**config.mk**
```make
export PLATFORM = sky130hd
export DESIGN_NAME = link_error_routing_regs
export DESIGN_NICKNAME = d
export VERILOG_FILES = /design/src/hdl/link_error_routing_pkg.sv /design/src/hdl/link_error_routing_regs.sv
export SDC_FILE = /design/constraint.sdc
export NUM_CORES = 1
export LEC_CHECK = 0
export ABC_CLOCK_PERIOD_IN_PS = 4290
export BUFFER_PORTS_ARGS = -buffer_cell sky130_fd_sc_hd__buf_4
export CORE_MARGIN = 4
export CORE_UTILIZATION = 37
export DETAILED_ROUTE_END_ITERATION = 8
export SYNTH_ARGS = -nofsm -noshare
export SYNTH_HDL_FRONTEND = slang
export SYNTH_SLANG_ARGS = --single-unit
```
**constraint.sdc**
```tcl
create_clock -name pclk -period 4.29 [get_ports pclk]
set_input_delay 0.858 -clock pclk [delete_from_list [all_inputs] [get_ports pclk]]
set_output_delay 0.858 -clock pclk [all_outputs]
set_load 0.02 [all_outputs]
```
**src/hdl/link_error_routing_pkg.sv**
```systemverilog
// Package for the link error routing register bank.
// Assumes APB access with 32-bit words; printed offsets are word indexes.
package link_error_routing_pkg;

  // Register indexes (byte address is four times the index)
  localparam logic [7:0] IDX_ERROR_ROUTING = 8'h12;
  localparam logic [7:0] IDX_BASE_UPPER    = 8'h14;
  localparam logic [7:0] IDX_LIMIT_UPPER   = 8'h15;
  localparam logic [7:0] IDX_BUS_NUMBER    = 8'h1A;
  localparam logic [7:0] IDX_LINK_LOG      = 8'h20;
  localparam logic [7:0] IDX_STRAPS        = 8'h21;

  // Error routing control fields
  localparam int B_PROT_FLOOD     = 0;
  localparam int B_OVFL_FLOOD     = 1;
  localparam int B_FATAL_LO       = 2;
  localparam int B_CHAIN_FAIL     = 8;
  localparam int B_RESP_ERR       = 9;
  localparam int B_NONFATAL_LO    = 10;

  // Link error log fields
  localparam int B_LOG_PROT       = 4;
  localparam int B_LOG_OVFL       = 5;
  localparam int B_LOG_EOC        = 6;

  // Error source order within each six-bit routing group
  localparam int N_SRC            = 6;
  localparam int S_PROT           = 0;
  localparam int S_OVFL           = 1;
  localparam int S_EOC            = 2;
  localparam int S_RESP           = 3;
  localparam int S_CRC            = 4;
  localparam int S_SYS            = 5;

  localparam logic [15:0] ROUTING_RESET = 16'h0000;
  localparam logic [7:0]  BYTE_RESET    = 8'h00;
  localparam logic [31:0] WORD_ZERO     = 32'h0000_0000;

  // Event inputs from link logic
  typedef struct packed {
    logic prot;
    logic ovfl;
    logic eoc;
    logic resp;
    logic crc;
    logic sys;
  } err_evt_t;

  // Whole register state
  typedef struct packed {
    logic [1:0]   flood_en;
    logic [5:0]   fatal_en;
    logic [5:0]   nonfatal_en;
    logic         chain_fail;
    logic         resp_err;
    logic [2:0]   link_log;
    logic [7:0]   base_upper;
    logic [7:0]   limit_upper;
    logic [7:0]   bus_number;
    logic         flood;
    logic [31:0]  prdata;
    logic         pready;
  } reg_state_t;

endpackage

```
**src/hdl/link_error_routing_regs.sv**
```systemverilog
// Error routing, chain status, memory extension and bus number registers.
// Assumes synchronous event pulses from link logic on pclk and an APB master.
//
// Local design decision: register access over APB.
`timescale 1ns/1ps

// Behaviour
// - Protocol error log floods link when enabled, slave also needs system error report.
// - Overflow error log floods link when enabled, slave also needs system error report.
// - Chain reset leaves both flood enables unchanged.
// - Protocol log with its fatal enable raises fatal interrupt.
// - Overflow log with its fatal enable raises fatal interrupt.
// - End-of-chain log, or inbound flag in a host only, with enable raises fatal interrupt.
// - Response error bit 9 with its enable raises fatal interrupt.
// - Any CRC error flag with its enable raises fatal interrupt.
// - System error fatal enable host-only; secondary system error raises fatal.
// - Bits 10 to 15 route same six errors to nonfatal interrupt.
// - Chain fail sets on flooding or flood cause; chain reset clears it.
// - Response error sets on received error, clears on read, cold reset.
// - Unchecked error conditions have log and enable bits tied zero.
// - Missing interrupt makes its enables read zero and ignore writes.
// - In a host the routing register exists only with extended set.
// - Read-write upper 8 bits of memory base, warm reset clears.
// - Read-write upper 8 bits of memory limit, warm reset clears.
// - With 64-bit remapping both extensions are reserved.
// - Shared primary interface: base and limit values apply to all bridges.
// - Non-host bus number captured from type 0 writes, warm reset clears.
// - Link log bits 4 to 6 clear on read, cold reset only.
module link_error_routing_regs
  import link_error_routing_pkg::*;
#(
  parameter bit         IS_HOST        = 1'b0,
  parameter bit         EXT_REG_SET    = 1'b1,
  parameter bit         HAS_FATAL      = 1'b1,
  parameter bit         HAS_NONFATAL   = 1'b1,
  parameter bit         HAS_REMAP64    = 1'b0,
  parameter bit         HAS_BUS_NUMBER = 1'b1,
  parameter logic [5:0] CHECKED        = 6'h3F
) (
  input  wire logic        pclk,
  input  wire logic        presetn,
  input  wire logic        cold_resetn,
  input  wire logic        chain_reset,
  input  wire logic        psel,
  input  wire logic        penable,
  input  wire logic        pwrite,
  input  wire logic [11:0] paddr,
  input  wire logic [31:0] pwdata,
  input  wire logic [3:0]  pstrb,
  output logic      [31:0] prdata,
  output logic             pready,
  output logic             pslverr,
  input  wire err_evt_t    err_evt,
  input  wire logic        crc_error_flag,
  input  wire logic        inbound_eoc_flag,
  input  wire logic        sec_system_error,
  input  wire logic        system_error_report,
  input  wire logic        sync_flood_seen,
  input  wire logic        cfg0_write,
  input  wire logic [7:0]  cfg0_bus,
  output logic             flood,
  output logic             fatal_irq,
  output logic             nonfatal_irq,
  output logic      [7:0]  base_upper,
  output logic      [7:0]  limit_upper
);

  ////////////////////////////////////////////////////////////////////////////
  // State and decode
  reg_state_t st;
  reg_state_t next_st;
  logic       resp_err_q;
  logic [2:0] link_log_q;

  function automatic logic hit(input logic [11:0] a, input logic [7:0] idx);
    return a[11:2] == {2'b00, idx};
  endfunction

  logic       acc;
  logic       wr;
  logic       rd;
  logic       routing_present;
  logic       ext_present;
  logic [5:0] cond;
  logic [5:0] fatal_mask;
  logic [5:0] nonfatal_mask;
  logic       flood_cause;
  logic [15:0] routing_word;

  // Host needs the extended set
  // routing presence gate
  assign routing_present = !IS_HOST || EXT_REG_SET;
  assign ext_present     = routing_present && !HAS_REMAP64;

  assign acc = psel && penable;
  assign wr  = acc && pwrite;
  assign rd  = acc && !pwrite;

  assign fatal_mask    = HAS_FATAL ? (CHECKED & {IS_HOST, 5'h1F}) : 6'h00;
  assign nonfatal_mask = HAS_NONFATAL ? (CHECKED & {IS_HOST, 5'h1F}) : 6'h00;

  // Condition vector per source
  always_comb begin
    cond         = 6'h00;
    cond[S_PROT] = st.link_log[0];
    cond[S_OVFL] = st.link_log[1];
    cond[S_EOC]  = st.link_log[2] || (IS_HOST && inbound_eoc_flag);
    cond[S_RESP] = st.resp_err;
    cond[S_CRC]  = crc_error_flag;
    cond[S_SYS]  = sec_system_error;
    cond         = cond & CHECKED;
  end

  assign flood_cause = routing_present && (IS_HOST || system_error_report) &&
                       ((st.flood_en[0] && st.link_log[0]) ||
                        (st.flood_en[1] && st.link_log[1]));

  assign routing_word = {st.nonfatal_en, st.resp_err, st.chain_fail,
                         st.fatal_en, st.flood_en};

  ////////////////////////////////////////////////////////////////////////////
  // Next state
  always_comb begin
    next_st        = st;
    next_st.pready = 1'b0;
    next_st.prdata = WORD_ZERO;
    next_st.flood  = flood_cause;
    // Writes land at the completing edge
    if (wr && st.pready) begin
      if (hit(paddr, IDX_ERROR_ROUTING) && routing_present) begin
        if (pstrb[0]) begin
          next_st.flood_en = pwdata[1:0] & CHECKED[1:0];
          next_st.fatal_en = pwdata[7:2] & fatal_mask;
        end
        if (pstrb[1]) begin
          next_st.nonfatal_en = pwdata[15:10] & nonfatal_mask;
        end
      end
      if (hit(paddr, IDX_BASE_UPPER) && ext_present && pstrb[0]) begin
        next_st.base_upper = pwdata[7:0];
      end
      if (hit(paddr, IDX_LIMIT_UPPER) && ext_present && pstrb[0]) begin
        next_st.limit_upper = pwdata[7:0];
      end
    end
    if (rd && !st.pready) begin
      next_st.pready = 1'b1;
      unique case (1'b1)
        hit(paddr, IDX_ERROR_ROUTING):
          next_st.prdata = routing_present ? {16'h0000, routing_word} : WORD_ZERO;
        hit(paddr, IDX_BASE_UPPER):
          next_st.prdata = ext_present ? {24'h000000, st.base_upper} : WORD_ZERO;
        hit(paddr, IDX_LIMIT_UPPER):
          next_st.prdata = ext_present ? {24'h000000, st.limit_upper} : WORD_ZERO;
        hit(paddr, IDX_BUS_NUMBER):
          next_st.prdata = {24'h000000, st.bus_number};
        hit(paddr, IDX_LINK_LOG):
          next_st.prdata = {25'h0, st.link_log, 4'h0};
        hit(paddr, IDX_STRAPS):
          next_st.prdata = {26'h0, HAS_REMAP64, HAS_NONFATAL, HAS_FATAL,
                            EXT_REG_SET, IS_HOST, system_error_report};
        default:
          next_st.prdata = WORD_ZERO;
      endcase
    end else if (wr && !st.pready) begin
      next_st.pready = 1'b1;
    end
    if (flood_cause || sync_flood_seen) begin
      next_st.chain_fail = 1'b1;
    end else if (chain_reset) begin
      next_st.chain_fail = 1'b0;
    end
    if (!IS_HOST && HAS_BUS_NUMBER && cfg0_write) begin
      next_st.bus_number = cfg0_bus;
    end
  end

  ////////////////////////////////////////////////////////////////////////////
  // Cold-reset clear-on-read flags, set wins over read clear
  logic rd_routing;
  logic rd_log;
  assign rd_routing = rd && !st.pready && hit(paddr, IDX_ERROR_ROUTING);
  assign rd_log     = rd && !st.pready && hit(paddr, IDX_LINK_LOG);

  always_ff @(posedge pclk or negedge cold_resetn) begin
    if (!cold_resetn) begin
      resp_err_q <= 1'b0;
      link_log_q <= 3'b000;
    end else begin
      resp_err_q <= CHECKED[S_RESP] &&
                    (err_evt.resp || (resp_err_q && !rd_routing));
      link_log_q <= CHECKED[2:0] & ({err_evt.eoc, err_evt.ovfl, err_evt.prot} |
                                    (rd_log ? 3'b000 : link_log_q));
    end
  end

  ////////////////////////////////////////////////////////////////////////////
  // Warm-reset registers
  always_ff @(posedge pclk or negedge presetn) begin
    if (!presetn) begin
      st             <= '0;
      st.flood_en    <= ROUTING_RESET[1:0];
      st.base_upper  <= BYTE_RESET;
      st.limit_upper <= BYTE_RESET;
      st.bus_number  <= BYTE_RESET;
    end else begin
      st          <= next_st;
      st.resp_err <= resp_err_q;
      st.link_log <= link_log_q;
    end
  end

  ////////////////////////////////////////////////////////////////////////////
  // Outputs
  assign prdata      = st.prdata;
  assign pready      = st.pready;
  assign pslverr     = 1'b0;
  assign flood       = st.flood;
  assign base_upper  = st.base_upper;
  assign limit_upper = st.limit_upper;
  assign fatal_irq    = |(st.fatal_en & cond);
  assign nonfatal_irq = |(st.nonfatal_en & cond);

endmodule // link_error_routing_regs

```
After elaboration in Yosys (flattened, before gate mapping)
Cells that the tools add are included.
{ "classes": {"muxes": 7, "bitwise_logic": 3, "n_reduce_logical": 27, "eq_ne": 6} }
{ "op_table": {"columns": ["cell", "count"], "rows": [
  ["15-bit case mux with 6 select lines", 1],
  ["10-bit by 5-bit equality test with 1-bit output (second input constant)", 4],
  ["32-bit two-way mux", 1],
  ["10-bit by 6-bit equality test with 1-bit output (second input constant)", 2],
  ["1-bit logical AND", 14],
  ["5-bit by 6-bit AND with 6-bit output", 2],
  ["6-bit OR reduction", 2],
  ["3-bit AND reduction", 2],
  ["1-bit two-way mux", 4],
  ["2-bit AND reduction", 2],
  ["1-bit logical NOT", 3],
  ["1-bit logical OR", 3],
  ["3-bit two-way mux", 1],
  ["3-bit bitwise OR", 1],
  ["2-bit nonzero test", 1]
]} }
{ "word_totals": {"out_inout_bits": 53, "in_bits": 75, "wordCells": 57, "reg_bits": 79} }

Depth between registers and ports, before layout
Gate-level depths: netlist of run 1.
{ "depth": {"word_depth": 7, "ltp_mapped": 6, "mapped_depth_nobuf": 4} }

Worst setup path after synthesis of run 1
OpenSTA, ideal clock, no wires.
{ "synth_path": {"kind": "input to register", "from": "input port paddr[11]", "to": "register, netlist name limit_upper[0]", "slack_ns": 1.929, "stages": 4, "setup_ns": 0.125, "required_ns": 4.165, "n_path_buf": 1, "arrival_ns": 2.237, "cell_sequence": "or3_4 buf_6 nor4_4 mux2_2"} }
{ "synth_between": {"elab_chain_len": 3} }
{ "synth_lines": {"columns": ["element", "line", "text"], "rows": [
  ["from (decl)", "link_error_routing_regs.sv:47", "input wire logic [11:0] paddr,"],
  ["10-bit by 5-bit equality test with 1-bit output", "link_error_routing_regs.sv:76", "return a[11:2] == {2'b00, idx};"],
  ["1-bit logical AND", "link_error_routing_regs.sv:142", "if (hit(paddr, IDX_LIMIT_UPPER) && ext_present && pstrb[0]) begin"],
  ["2-bit AND reduction (no source line)", null, null]
]} }
No other way between the ends.
A chain may end at the register's enable or synchronous reset.

Final worst setup path of run 1
{ "layout_path": {"from": "input port paddr[5]", "to": "register, netlist name base_upper[3]"} }
{ "layout_between": {"elab_chain_len": 3} }
{ "layout_lines": {"columns": ["element", "line", "text"], "rows": [
  ["10-bit by 5-bit equality test with 1-bit output", "link_error_routing_regs.sv:76", null],
  ["1-bit logical AND", "link_error_routing_regs.sv:139", "if (hit(paddr, IDX_BASE_UPPER) && ext_present && pstrb[0]) begin"],
  ["2-bit AND reduction (no source line)", null, null]
]} }
No other way between the ends.

==> flow_metrics.env, run 1 <==
export IMPL_run_status="completed"
export IMPL_num_rows=33
export IMPL_synth_cell_area_um2=3097
export IMPL_vias_per_cell=4.851
export IMPL_fin_worst_skew_ns=0.005163
export IMPL_total_leakage_power_uw=0.001835
export IMPL_io_pins=128
export IMPL_grt_start_max_net_pins=59
export IMPL_grt_pass1_vias=2097
export IMPL_coreArea_um2=8175
export IMPL_cts_resized=0
export IMPL_clk_insertion_delay_late_ns=0.33
export IMPL_grt_use_total_pct=14.32
export IMPL_number_of_enable_type_register_cells_in_the_synthesized_netlist=0
export IMPL_detail_route_antenna_nets=0
export IMPL_route_detailed_drc=0
export IMPL_most_common_layout_cells="sky130_fd_sc_hd__buf_4, sky130_fd_sc_hd__dfrtp_1, sky130_fd_sc_hd__mux2_2"
export IMPL_multi_input_comb_area_um2=1174
export IMPL_finalMaxSlewViolations=0
export IMPL_synth_cells=252
export IMPL_fin_hold_ws_ns=0.3095
export IMPL_synth_largest_area_cell="sky130_fd_sc_hd__dfrtp_1"
export IMPL_drv_cap=0
export IMPL_routedWlPerCell_um=16.57
export IMPL_final_min_clock_period_ns=2.487
export IMPL_drt_iter0_markers=56
export IMPL_hold_buffers=0
export IMPL_postCtsSetupBuffers=0
export IMPL_grt_pass1_wl_um=10870
export IMPL_setup_viol_count_final=0
export IMPL_cts_reportedPaths_clkPinSlew_ns=0.07
export IMPL_synthDominantCellAreaShare_pct=50.10
export IMPL_nets=380
export IMPL_worst_slew_pin_slew_ns=0.8109
export IMPL_path_class="primary input to register"
export IMPL_numClockSinks=62
export IMPL_main_synth_ff_type="sky130_fd_sc_hd__dfrtp_1"
export IMPL_gp_congestion=0.7790
export IMPL_antenna_diode_count=0
export IMPL_seqCellArea_um2=1551
export IMPL_global_route_overflow_total=0
export IMPL_hold_viol=0
export IMPL_power_density_nw_per_um2=340.2
export IMPL_reg2regPathDepth=4
export IMPL_place_hpwl_um=5339
export IMPL_cts_h_tree_lvls=3
export IMPL_timing_final_crit_share_pct=57.98
export IMPL_totalNegativeSetupSlack_ns=0
export IMPL_flops_latches_synth=62
export IMPL_layout_commonest_cell="sky130_fd_sc_hd__buf_4"
export IMPL_timing_slew_headroom_pct=45.52
export IMPL_setup_worst_path_start_class="primary input"
export IMPL_path_max_fanout=12
export IMPL_clk_root_buffer_cell="sky130_fd_sc_hd__clkbuf_8"
export IMPL_detail_route_first_pass_iterations=4
export IMPL_wirelength_um=6876
export IMPL_initial_core_util_pct=37.88
export IMPL_final_layout_size_suffix_gt1_share_pct=48.39
export IMPL_layout_area_overhead_vs_synth_pct=19.76
export IMPL_min_delay_path_class="primary input to async pin"
export IMPL_synth_yosys_seq_area_share_pct=50.10
export IMPL_postSynthAreaPerCell_um2=12.29
export IMPL_critical_path_required_ns=4.51
export IMPL_clock_path_buffers=2
export IMPL_die_span_y_um=99.49
export IMPL_worst_supply_voltage_drop_on_vdd_mv=0.1956
export IMPL_synth_top_cells_by_area="sky130_fd_sc_hd__dfrtp_1, sky130_fd_sc_hd__mux2_2, sky130_fd_sc_hd__buf_4"
export IMPL_asyncSetResetFlopFracSynth_pct=100.0
export IMPL_timing_fmax_mhz=402.0
export IMPL_tritoncts_clock_tree="built"
export IMPL_antenna_found_initial=0
export IMPL_filler_instances=764
export IMPL_worstPathArrival_ns=2.71
export IMPL_floorplan_die_width_um=99.49
export IMPL_placement_io_buffers=82
export IMPL_synthesis_yosys_warnings=0
export IMPL_cts_buffers_inserted=9
export IMPL_setup_repair_after_global_routing_missed_its_margin="false"
export IMPL_critical_path_endpoint_type="register"
export IMPL_vias=2013
export IMPL_yosysUniqueCellTypes=41
export IMPL_total_die_area_um2=9897
critical path, stage by stage:
cell and delay [ns]:
sky130_fd_sc_hd__buf_4 0.17, sky130_fd_sc_hd__or3_4 0.43, sky130_fd_sc_hd__nor3_4 0.31, sky130_fd_sc_hd__nor3b_4 0.54, sky130_fd_sc_hd__mux2_2 0.40
synth_stat cells (2+ instances only):
cell type                  count
sky130_fd_sc_hd__a211o_1       3
sky130_fd_sc_hd__a211oi_1      2
sky130_fd_sc_hd__a21o_1        3
sky130_fd_sc_hd__a21oi_1       5
sky130_fd_sc_hd__a222oi_1      2
sky130_fd_sc_hd__a22oi_1       8
sky130_fd_sc_hd__and2_1        7
sky130_fd_sc_hd__buf_4        49
sky130_fd_sc_hd__buf_6         3
sky130_fd_sc_hd__clkbuf_1      5
sky130_fd_sc_hd__dfrtp_1      62
sky130_fd_sc_hd__inv_1         4
sky130_fd_sc_hd__mux2_2       39
sky130_fd_sc_hd__mux2_4        7
sky130_fd_sc_hd__mux2i_1       2
sky130_fd_sc_hd__nand2_1      11
sky130_fd_sc_hd__nand3_1       2
sky130_fd_sc_hd__nor2_1        5
sky130_fd_sc_hd__nor2b_1       2
sky130_fd_sc_hd__nor3_1        6
sky130_fd_sc_hd__nor4_1        3
sky130_fd_sc_hd__o21ai_0       2
sky130_fd_sc_hd__or3_4         2
per-stage QoR:
| step | instance area [µm²] | power, µW | utilization (%) | instances | setup slack, ns |
|---|---|---|---|---|---|
| final | 3709 | 1261 | 45.36 | 415 | 1.803 |
| after CTS | 3709 | 1280 | 45.36 | 415 | 1.799 |
| after global routing | 3709 | 1318 | 45.36 | 415 | 1.739 |
| after global placement | 3487 | 709.2 | 42.65 | 399 | 1.444 |
| after detailed placement | 3487 | 710.4 | 42.65 | 399 | 1.453 |
| after floorplan | 3161 | 664.8 | - | 269 | 1.929 |
per-layer routing:
metal	routed length [µm]	up-vias	GRT usage [%]
li1	-	938	-
met1	2846	983	17.98
met2	3359	80	22.88
met3	562	12	5.189
met4	108	0	4.937
met5	0	-	0
power breakdown:
group / total [µW] / switching [µW] / internal (µW)
Combinational: 99.9 / 54.6 / 45.3
Clock: 564 / 235 / 329
Sequential: 598 / 4.87 / 593
sequential cells by signal, summed over array words and instances, names as in the netlist:
| register | count |
|---|---|
| pready | 1 |
| st | 8 |
| resp_err_q | 1 |
| limit_upper | 8 |
| link_log_q | 3 |
| cond | 4 |
| base_upper | 8 |
| prdata | 15 |
| routing_word | 13 |
| flood | 1 |
cell type report:
type	instances	area share [%]
clock buffers	9	3.340
clock inverters	7	2.632
inverters	4	0.4049
multi-input cells	146	31.65
flip-flops and latches	62	41.84
well taps	105	3.543
repair buffers	82	16.60
worst paths after layout:
kind | start | end | slack, ns
setup / recovery | paddr[5] | base_upper[3]$_DFFE_PN0P_ | 1.80
max in group asynchronous | presetn | prdata[5]$_DFF_PN0_ | 3.21
hold / removal | cold_resetn | resp_err_q$_DFF_PN0_ | 0.31
hold reg to reg | resp_err_q$_DFF_PN0_ | cond[3]$_DFF_PN0_ | 0.37
setup reg to reg | pready$_DFF_PN0_ | routing_word[0]$_DFFE_PN0P_ | 2.35
min in group pclk | resp_err_q$_DFF_PN0_ | cond[3]$_DFF_PN0_ | 0.37
cells by family (layout without fill, tap and decap cells):
logic type / after synthesis / count (layout) / synth area share, %
AOI/OAI and AO/OA: 30 / 30 / 6.990
buffers and inverters: 61 / 102 / 14.06
DFF: 62 / 62 / 50.10
muxes: 48 / 48 / 18.22
other: 1 / 18 / 0.1211
and+or+nand+nor: 50 / 50 / 10.51
Note: power is estimated with default switching activity, not from simulation.
==> inputs of run 2 (changes only) <==
- ABC_CLOCK_PERIOD_IN_PS: 4290 -> 2600
- clock period: 4.29 -> 2.6 ns (I/O delays scaled with it)
==> flow_metrics.env, run 2 (synthesis gave the netlist of run 1 again) <==
export IMPL_timing_slew_headroom_pct=51.37
export IMPL_top_delay_family_on_crit_path="simple AND/OR/NAND/NOR gates"
export IMPL_drt_iter0_markers=97
export IMPL_regToRegStartpoint="pready$_DFF_PN0_"
export IMPL_drv_cap=0
export IMPL_worst_slew_pin_slew_ns=0.7294
export IMPL_crit_reg2reg_capture="routing_word[3]$_DFFE_PN0P_"
export IMPL_vias_per_cell=4.724
export IMPL_detail_route_first_pass_iterations=4
export IMPL_grt_start_max_net_pins=59
export IMPL_antenna_diode_count=0
export IMPL_routedWlPerCell_um=16.23
export IMPL_totalNegativeSetupSlack_ns=0
export IMPL_setup_worst_path_start_class="register"
export IMPL_placement_io_buffers=82
export IMPL_place_hpwl_um=5299
export IMPL_layout_area_overhead_vs_synth_pct=22.87
export IMPL_cts_h_tree_lvls=3
export IMPL_run_status="completed"
export IMPL_initial_core_util_pct=37.88
export IMPL_tritoncts_clock_tree="built"
export IMPL_critical_path_endpoint_type="register"
export IMPL_use_met3_pct=6.381
export IMPL_io_pins=128
export IMPL_coreArea_um2=8175
export IMPL_crit_path_cell_trace="and4_1 > nand2_1 > or3b_1 > mux2_4"
export IMPL_vias=1989
export IMPL_clk_insertion_delay_late_ns=0.34
export IMPL_detail_route_antenna_nets=0
export IMPL_place_detailed_instances=404
export IMPL_floorplan_die_width_um=99.49
export IMPL_post_layout_nonfiller_instances=421
export IMPL_critical_path_slowest_cell="sky130_fd_sc_hd__or3b_1"
export IMPL_die_span_y_um=99.49
export IMPL_timing_final_crit_share_pct=74.76
export IMPL_p_total_uw=2275
export IMPL_numClockSinks=62
export IMPL_gp_congestion=0.7947
export IMPL_fin_worst_skew_ns=0.004640
export IMPL_global_route_overflow_total=0
export IMPL_grt_pass1_wl_um=10850
export IMPL_total_leakage_power_uw=0.001894
export IMPL_cts_reportedPaths_clkPinSlew_ns=0.07
export IMPL_cts_buffers_inserted=9
export IMPL_reg2regPathDepth=4
export IMPL_min_delay_path_class="primary input to async pin"
export IMPL_cts_resized=0
export IMPL_clock_path_buffers=2
export IMPL_nets=386
export IMPL_fin_hold_ws_ns=0.2375
export IMPL_most_common_layout_cells="sky130_fd_sc_hd__buf_4, sky130_fd_sc_hd__dfrtp_1, sky130_fd_sc_hd__mux2_2"
export IMPL_cp_slowest_stage_delay_ns=0.63
export IMPL_path_class="register to register"
export IMPL_route_detailed_drc=0
export IMPL_reg2reg_slack_ns=0.66
export IMPL_worst_supply_voltage_drop_on_vdd_mv=0.3540
export IMPL_final_layout_size_suffix_gt1_share_pct=49.05
export IMPL_critical_path_required_ns=2.82
export IMPL_clk_root_buffer_cell="sky130_fd_sc_hd__clkbuf_8"
export IMPL_hold_viol=0
export IMPL_worstPathArrival_ns=2.17
export IMPL_cp_depth=4
export IMPL_grt_pass1_vias=2073
export IMPL_setup_repair_after_global_routing_missed_its_margin="false"
export IMPL_timing_fmax_mhz=514.5
export IMPL_largest_reg_flops=15
export IMPL_layout_commonest_cell="sky130_fd_sc_hd__buf_4"
export IMPL_num_rows=33
export IMPL_path_max_fanout=7
export IMPL_final_min_clock_period_ns=1.944
export IMPL_global_routing_s_busiest_layer="met2"
export IMPL_antenna_found_initial=0
export IMPL_finalMaxSlewViolations=0
export IMPL_wirelength_um=6832
export IMPL_cp_num_buf_inv=0
export IMPL_layout_core_utilization_pct=46.54
export IMPL_use_met1_pct=19.18
export IMPL_total_die_area_um2=9897
export IMPL_power_density_nw_per_um2=597.9
export IMPL_grt_use_total_pct=14.55
export IMPL_setup_viol_count_final=0
export IMPL_grtUsageMet2_pct=21.85
export IMPL_filler_instances=778
## run 2: cell count changes in the layout (fill, tap and decap cells not counted)
cell / before / now
sky130_fd_sc_hd__buf_4: 82 / 87
sky130_fd_sc_hd__bufinv_16: 2 / 4
sky130_fd_sc_hd__clkbuf_8: 9 / 10
sky130_fd_sc_hd__clkinv_4: 1 / 0
sky130_fd_sc_hd__clkinvlp_4: 2 / 1
sky130_fd_sc_hd__dlygate4sd3_1: 0 / 1
sky130_fd_sc_hd__inv_6: 1 / 0
## run 2: through the flow
stage | instance area (µm²) | worst slack [ns]
after floorplan | 3161 | 0.5767
after CTS | 3805 | 0.6341
after detailed placement | 3525 | 0.3619
final | 3805 | 0.6562
after global placement | 3525 | 0.3996
after global routing | 3805 | 0.5809
## run 2: power breakdown
part	internal, µW	switching (µW)
Clock	758	364
Sequential	979	8.02
Combinational	75.8	90.3
Total	1810	462
## run 2: worst max path at each step
stage / from / to
after floorplan: paddr[11] / limit_upper[0]$_DFFE_PN0P_
after global placement: paddr[2] / routing_word[2]$_DFFE_PN0P_
after detailed placement: paddr[5] / base_upper[0]$_DFFE_PN0P_
after CTS: pready$_DFF_PN0_ / routing_word[3]$_DFFE_PN0P_
after global routing: pready$_DFF_PN0_ / routing_word[3]$_DFFE_PN0P_
final: pready$_DFF_PN0_ / routing_word[3]$_DFFE_PN0P_
## run 2: per-layer routing
metal  up-vias  share of wire [%]
met2        84                 48
met4         0                1.3
met5         -                  0
met3         7                9.1
li1        948                  -
met1       950                 42
## run 2: cell type report
| class | instances | area, µm² | area share [%] |
|---|---|---|---|
| inverters | 4 | 15.01 | 0.3946 |
| well taps | 105 | 131.4 | 3.453 |
| multi-input cells | 146 | 1174 | 30.85 |
| clock inverters | 6 | 132.6 | 3.486 |
| flip-flops and latches | 62 | 1551 | 40.78 |
| repair buffers | 88 | 663.1 | 17.43 |
| clock buffers | 10 | 137.6 | 3.617 |
## run 2: timing repair
action	CTS	global route
endpoints found under the hold margin	4	0
setup buffers	0	0
hold buffers	1	0
==> inputs of run 3 (changes only) <==
- ABC_CLOCK_PERIOD_IN_PS: 2600 -> 1800
- clock period: 2.6 -> 1.8 ns (I/O delays scaled with it)
==> flow_metrics.env, run 3 (synthesis gave the netlist of run 1 again) <==
export IMPL_run_status="completed"
export IMPL_place_detailed_instances=428
export IMPL_global_route_overflow_total=0
export IMPL_critical_path_endpoint_type="output pin"
export IMPL_min_delay_path_class="primary input to register"
export IMPL_vias=2074
export IMPL_drt_iter0_markers=91
export IMPL_detail_route_antenna_nets=0
export IMPL_layout_core_utilization_pct=48.45
export IMPL_worst_supply_voltage_drop_on_vdd_mv=0.5298
export IMPL_worstPathArrival_ns=1.36
export IMPL_hold_viol=0
export IMPL_timing_slew_headroom_pct=63.84
export IMPL_filler_instances=786
export IMPL_num_rows=33
export IMPL_timing_final_crit_share_pct=95.46
export IMPL_post_route_worst_setup_slack_ns=0.08176
export IMPL_grt_pass1_vias=2142
export IMPL_antenna_diode_count=0
export IMPL_cp_slowest_stage_delay_ns=0.41
export IMPL_largest_reg_flops=15
export IMPL_route_detailed_drc=0
export IMPL_wirelength_um=7077
export IMPL_antenna_found_initial=0
export IMPL_clk_insertion_delay_late_ns=0.33
export IMPL_critical_path_required_ns=1.44
export IMPL_timing_fmax_mhz=582.0
export IMPL_cts_buffers_inserted=9
export IMPL_die_span_y_um=99.49
export IMPL_initial_core_util_pct=37.88
export IMPL_place_hpwl_um=5600
export IMPL_final_layout_size_suffix_gt1_share_pct=53.37
export IMPL_detail_route_first_pass_iterations=4
export IMPL_postCtsSetupBuffers=0
export IMPL_setup_worst_path_start_class="register"
export IMPL_clk_root_buffer_cell="sky130_fd_sc_hd__clkbuf_8"
export IMPL_final_min_clock_period_ns=1.718
export IMPL_setup_repair_after_global_routing_missed_its_margin="true"
export IMPL_clock_path_buffers=2
export IMPL_layout_area_overhead_vs_synth_pct=27.92
export IMPL_detailedPlace_worstSlack_ns=-0.2362
export IMPL_path_class="register to output pin"
export IMPL_worst_slew_pin_slew_ns=0.5367
export IMPL_routedWlPerCell_um=15.87
export IMPL_floorplan_die_width_um=99.49
export IMPL_cp_num_buf_inv=1
export IMPL_numClockSinks=62
export IMPL_fin_worst_skew_ns=0.006876
export IMPL_top_delay_family_on_crit_path="flip-flops"
export IMPL_fin_hold_ws_ns=0.1986
export IMPL_coreArea_um2=8175
export IMPL_grt_use_total_pct=14.60
export IMPL_cts_reportedPaths_clkPinSlew_ns=0.08
export IMPL_vias_per_cell=4.650
export IMPL_gp_congestion=0.8249
export IMPL_nets=411
export IMPL_post_layout_nonfiller_instances=446
export IMPL_cts_h_tree_lvls=3
export IMPL_total_leakage_power_uw=0.001989
export IMPL_most_common_layout_cells="sky130_fd_sc_hd__buf_4, sky130_fd_sc_hd__dfrtp_1, sky130_fd_sc_hd__mux2_2"
export IMPL_layout_commonest_cell="sky130_fd_sc_hd__buf_4"
export IMPL_io_pins=128
export IMPL_path_max_fanout=3
export IMPL_grt_start_max_net_pins=41
export IMPL_placement_io_buffers=82
export IMPL_tritoncts_clock_tree="built"
export IMPL_finalMaxSlewViolations=0
export IMPL_power_density_nw_per_um2=735.5
export IMPL_total_die_area_um2=9897
export IMPL_drv_cap=0
export IMPL_crit_path_cell_trace="a222oi_1 > nand2_1 > buf_6"
export IMPL_grt_pass1_wl_um=11100
export IMPL_critical_path_slowest_cell="sky130_fd_sc_hd__dfrtp_1"
export IMPL_setup_viol_count_final=0
[run 3: cell count changes in the layout (fill, tap and decap cells not counted), sizes merged]
| cell | change |
|---|---|
| buf | +24 |
| bufinv | -3 |
| clkbuf | -1 |
| clkinv | +3 |
| dlygate4sd3 | +1 |
| inv | +1 |
[run 3: cell type report]
class	instances	area (µm²)	share of cell area [%]
Tap cell	105	131.4	3.316
Sequential cell	62	1553	39.20
Inverter	4	15.01	0.3790
Clock inverter	7	73.82	1.864
Timing Repair Buffer	113	882.1	22.27
Multi-Input combinational cell	146	1182	29.85
Clock buffer	9	123.9	3.127
[run 3: worst reg2reg max path, cell delays in order, from the launching register on]
cell and delay, ns:
sky130_fd_sc_hd__dfrtp_2 0.35, sky130_fd_sc_hd__and4_1 0.22, sky130_fd_sc_hd__nand2_2 0.12, sky130_fd_sc_hd__buf_4 0.16, sky130_fd_sc_hd__nor3b_4 0.23, sky130_fd_sc_hd__buf_12 0.16
sky130_fd_sc_hd__mux2_2 0.33
[run 3: stage by stage]
stage / instance area, µm² / total power (µW) / TNS, ns
floorplan: 3168 / 1585 / -0.4298
global placement: 3737 / 1722 / -5.671
detailed placement: 3737 / 1725 / -5.226
CTS: 3955 / 2941 / 0
global route: 3961 / 3029 / -0.006818
finish: 3961 / 2914 / 0
[run 3: repair_timing]
action / CTS / global route
endpoints found under the setup margin: 0 / 4
endpoints found under the hold margin: 22 / 0
resized for setup: 0 / 2
hold buffers: 2 / 0
[run 3: final timing paths]
check	depth (start not counted)	end	slack, ns	startpoint
max	3	nonfatal_irq	0.08	cond[3]$_DFF_PN0_
min	2	link_log_q[0]$_DFF_PN0_	0.20	err_evt[5]
max reg2reg	6	base_upper[6]$_DFFE_PN0P_	0.13	pready$_DFF_PN0_
min reg2reg	0	cond[3]$_DFF_PN0_	0.38	resp_err_q$_DFF_PN0_
max in group asynchronous	3	cond[2]$_DFF_PN0_	0.86	presetn
min in group asynchronous	2	link_log_q[0]$_DFF_PN0_	0.34	cold_resetn
[run 3: power by group]
group	total (µW)	switching [µW]	internal, µW
combinational	274	139	134
clock	1210	572	643
sequential	1420	11.2	1410
[run 3: metal layers]
metal / GRT usage, % / up-vias / wire (µm)
li1: - / 995 / -
met1: 20.13 / 986 / 3226
met2: 22.16 / 86 / 3233
met3: 4.909 / 7 / 554
met4: 3.782 / 0 / 63
met5: 0 / - / 0
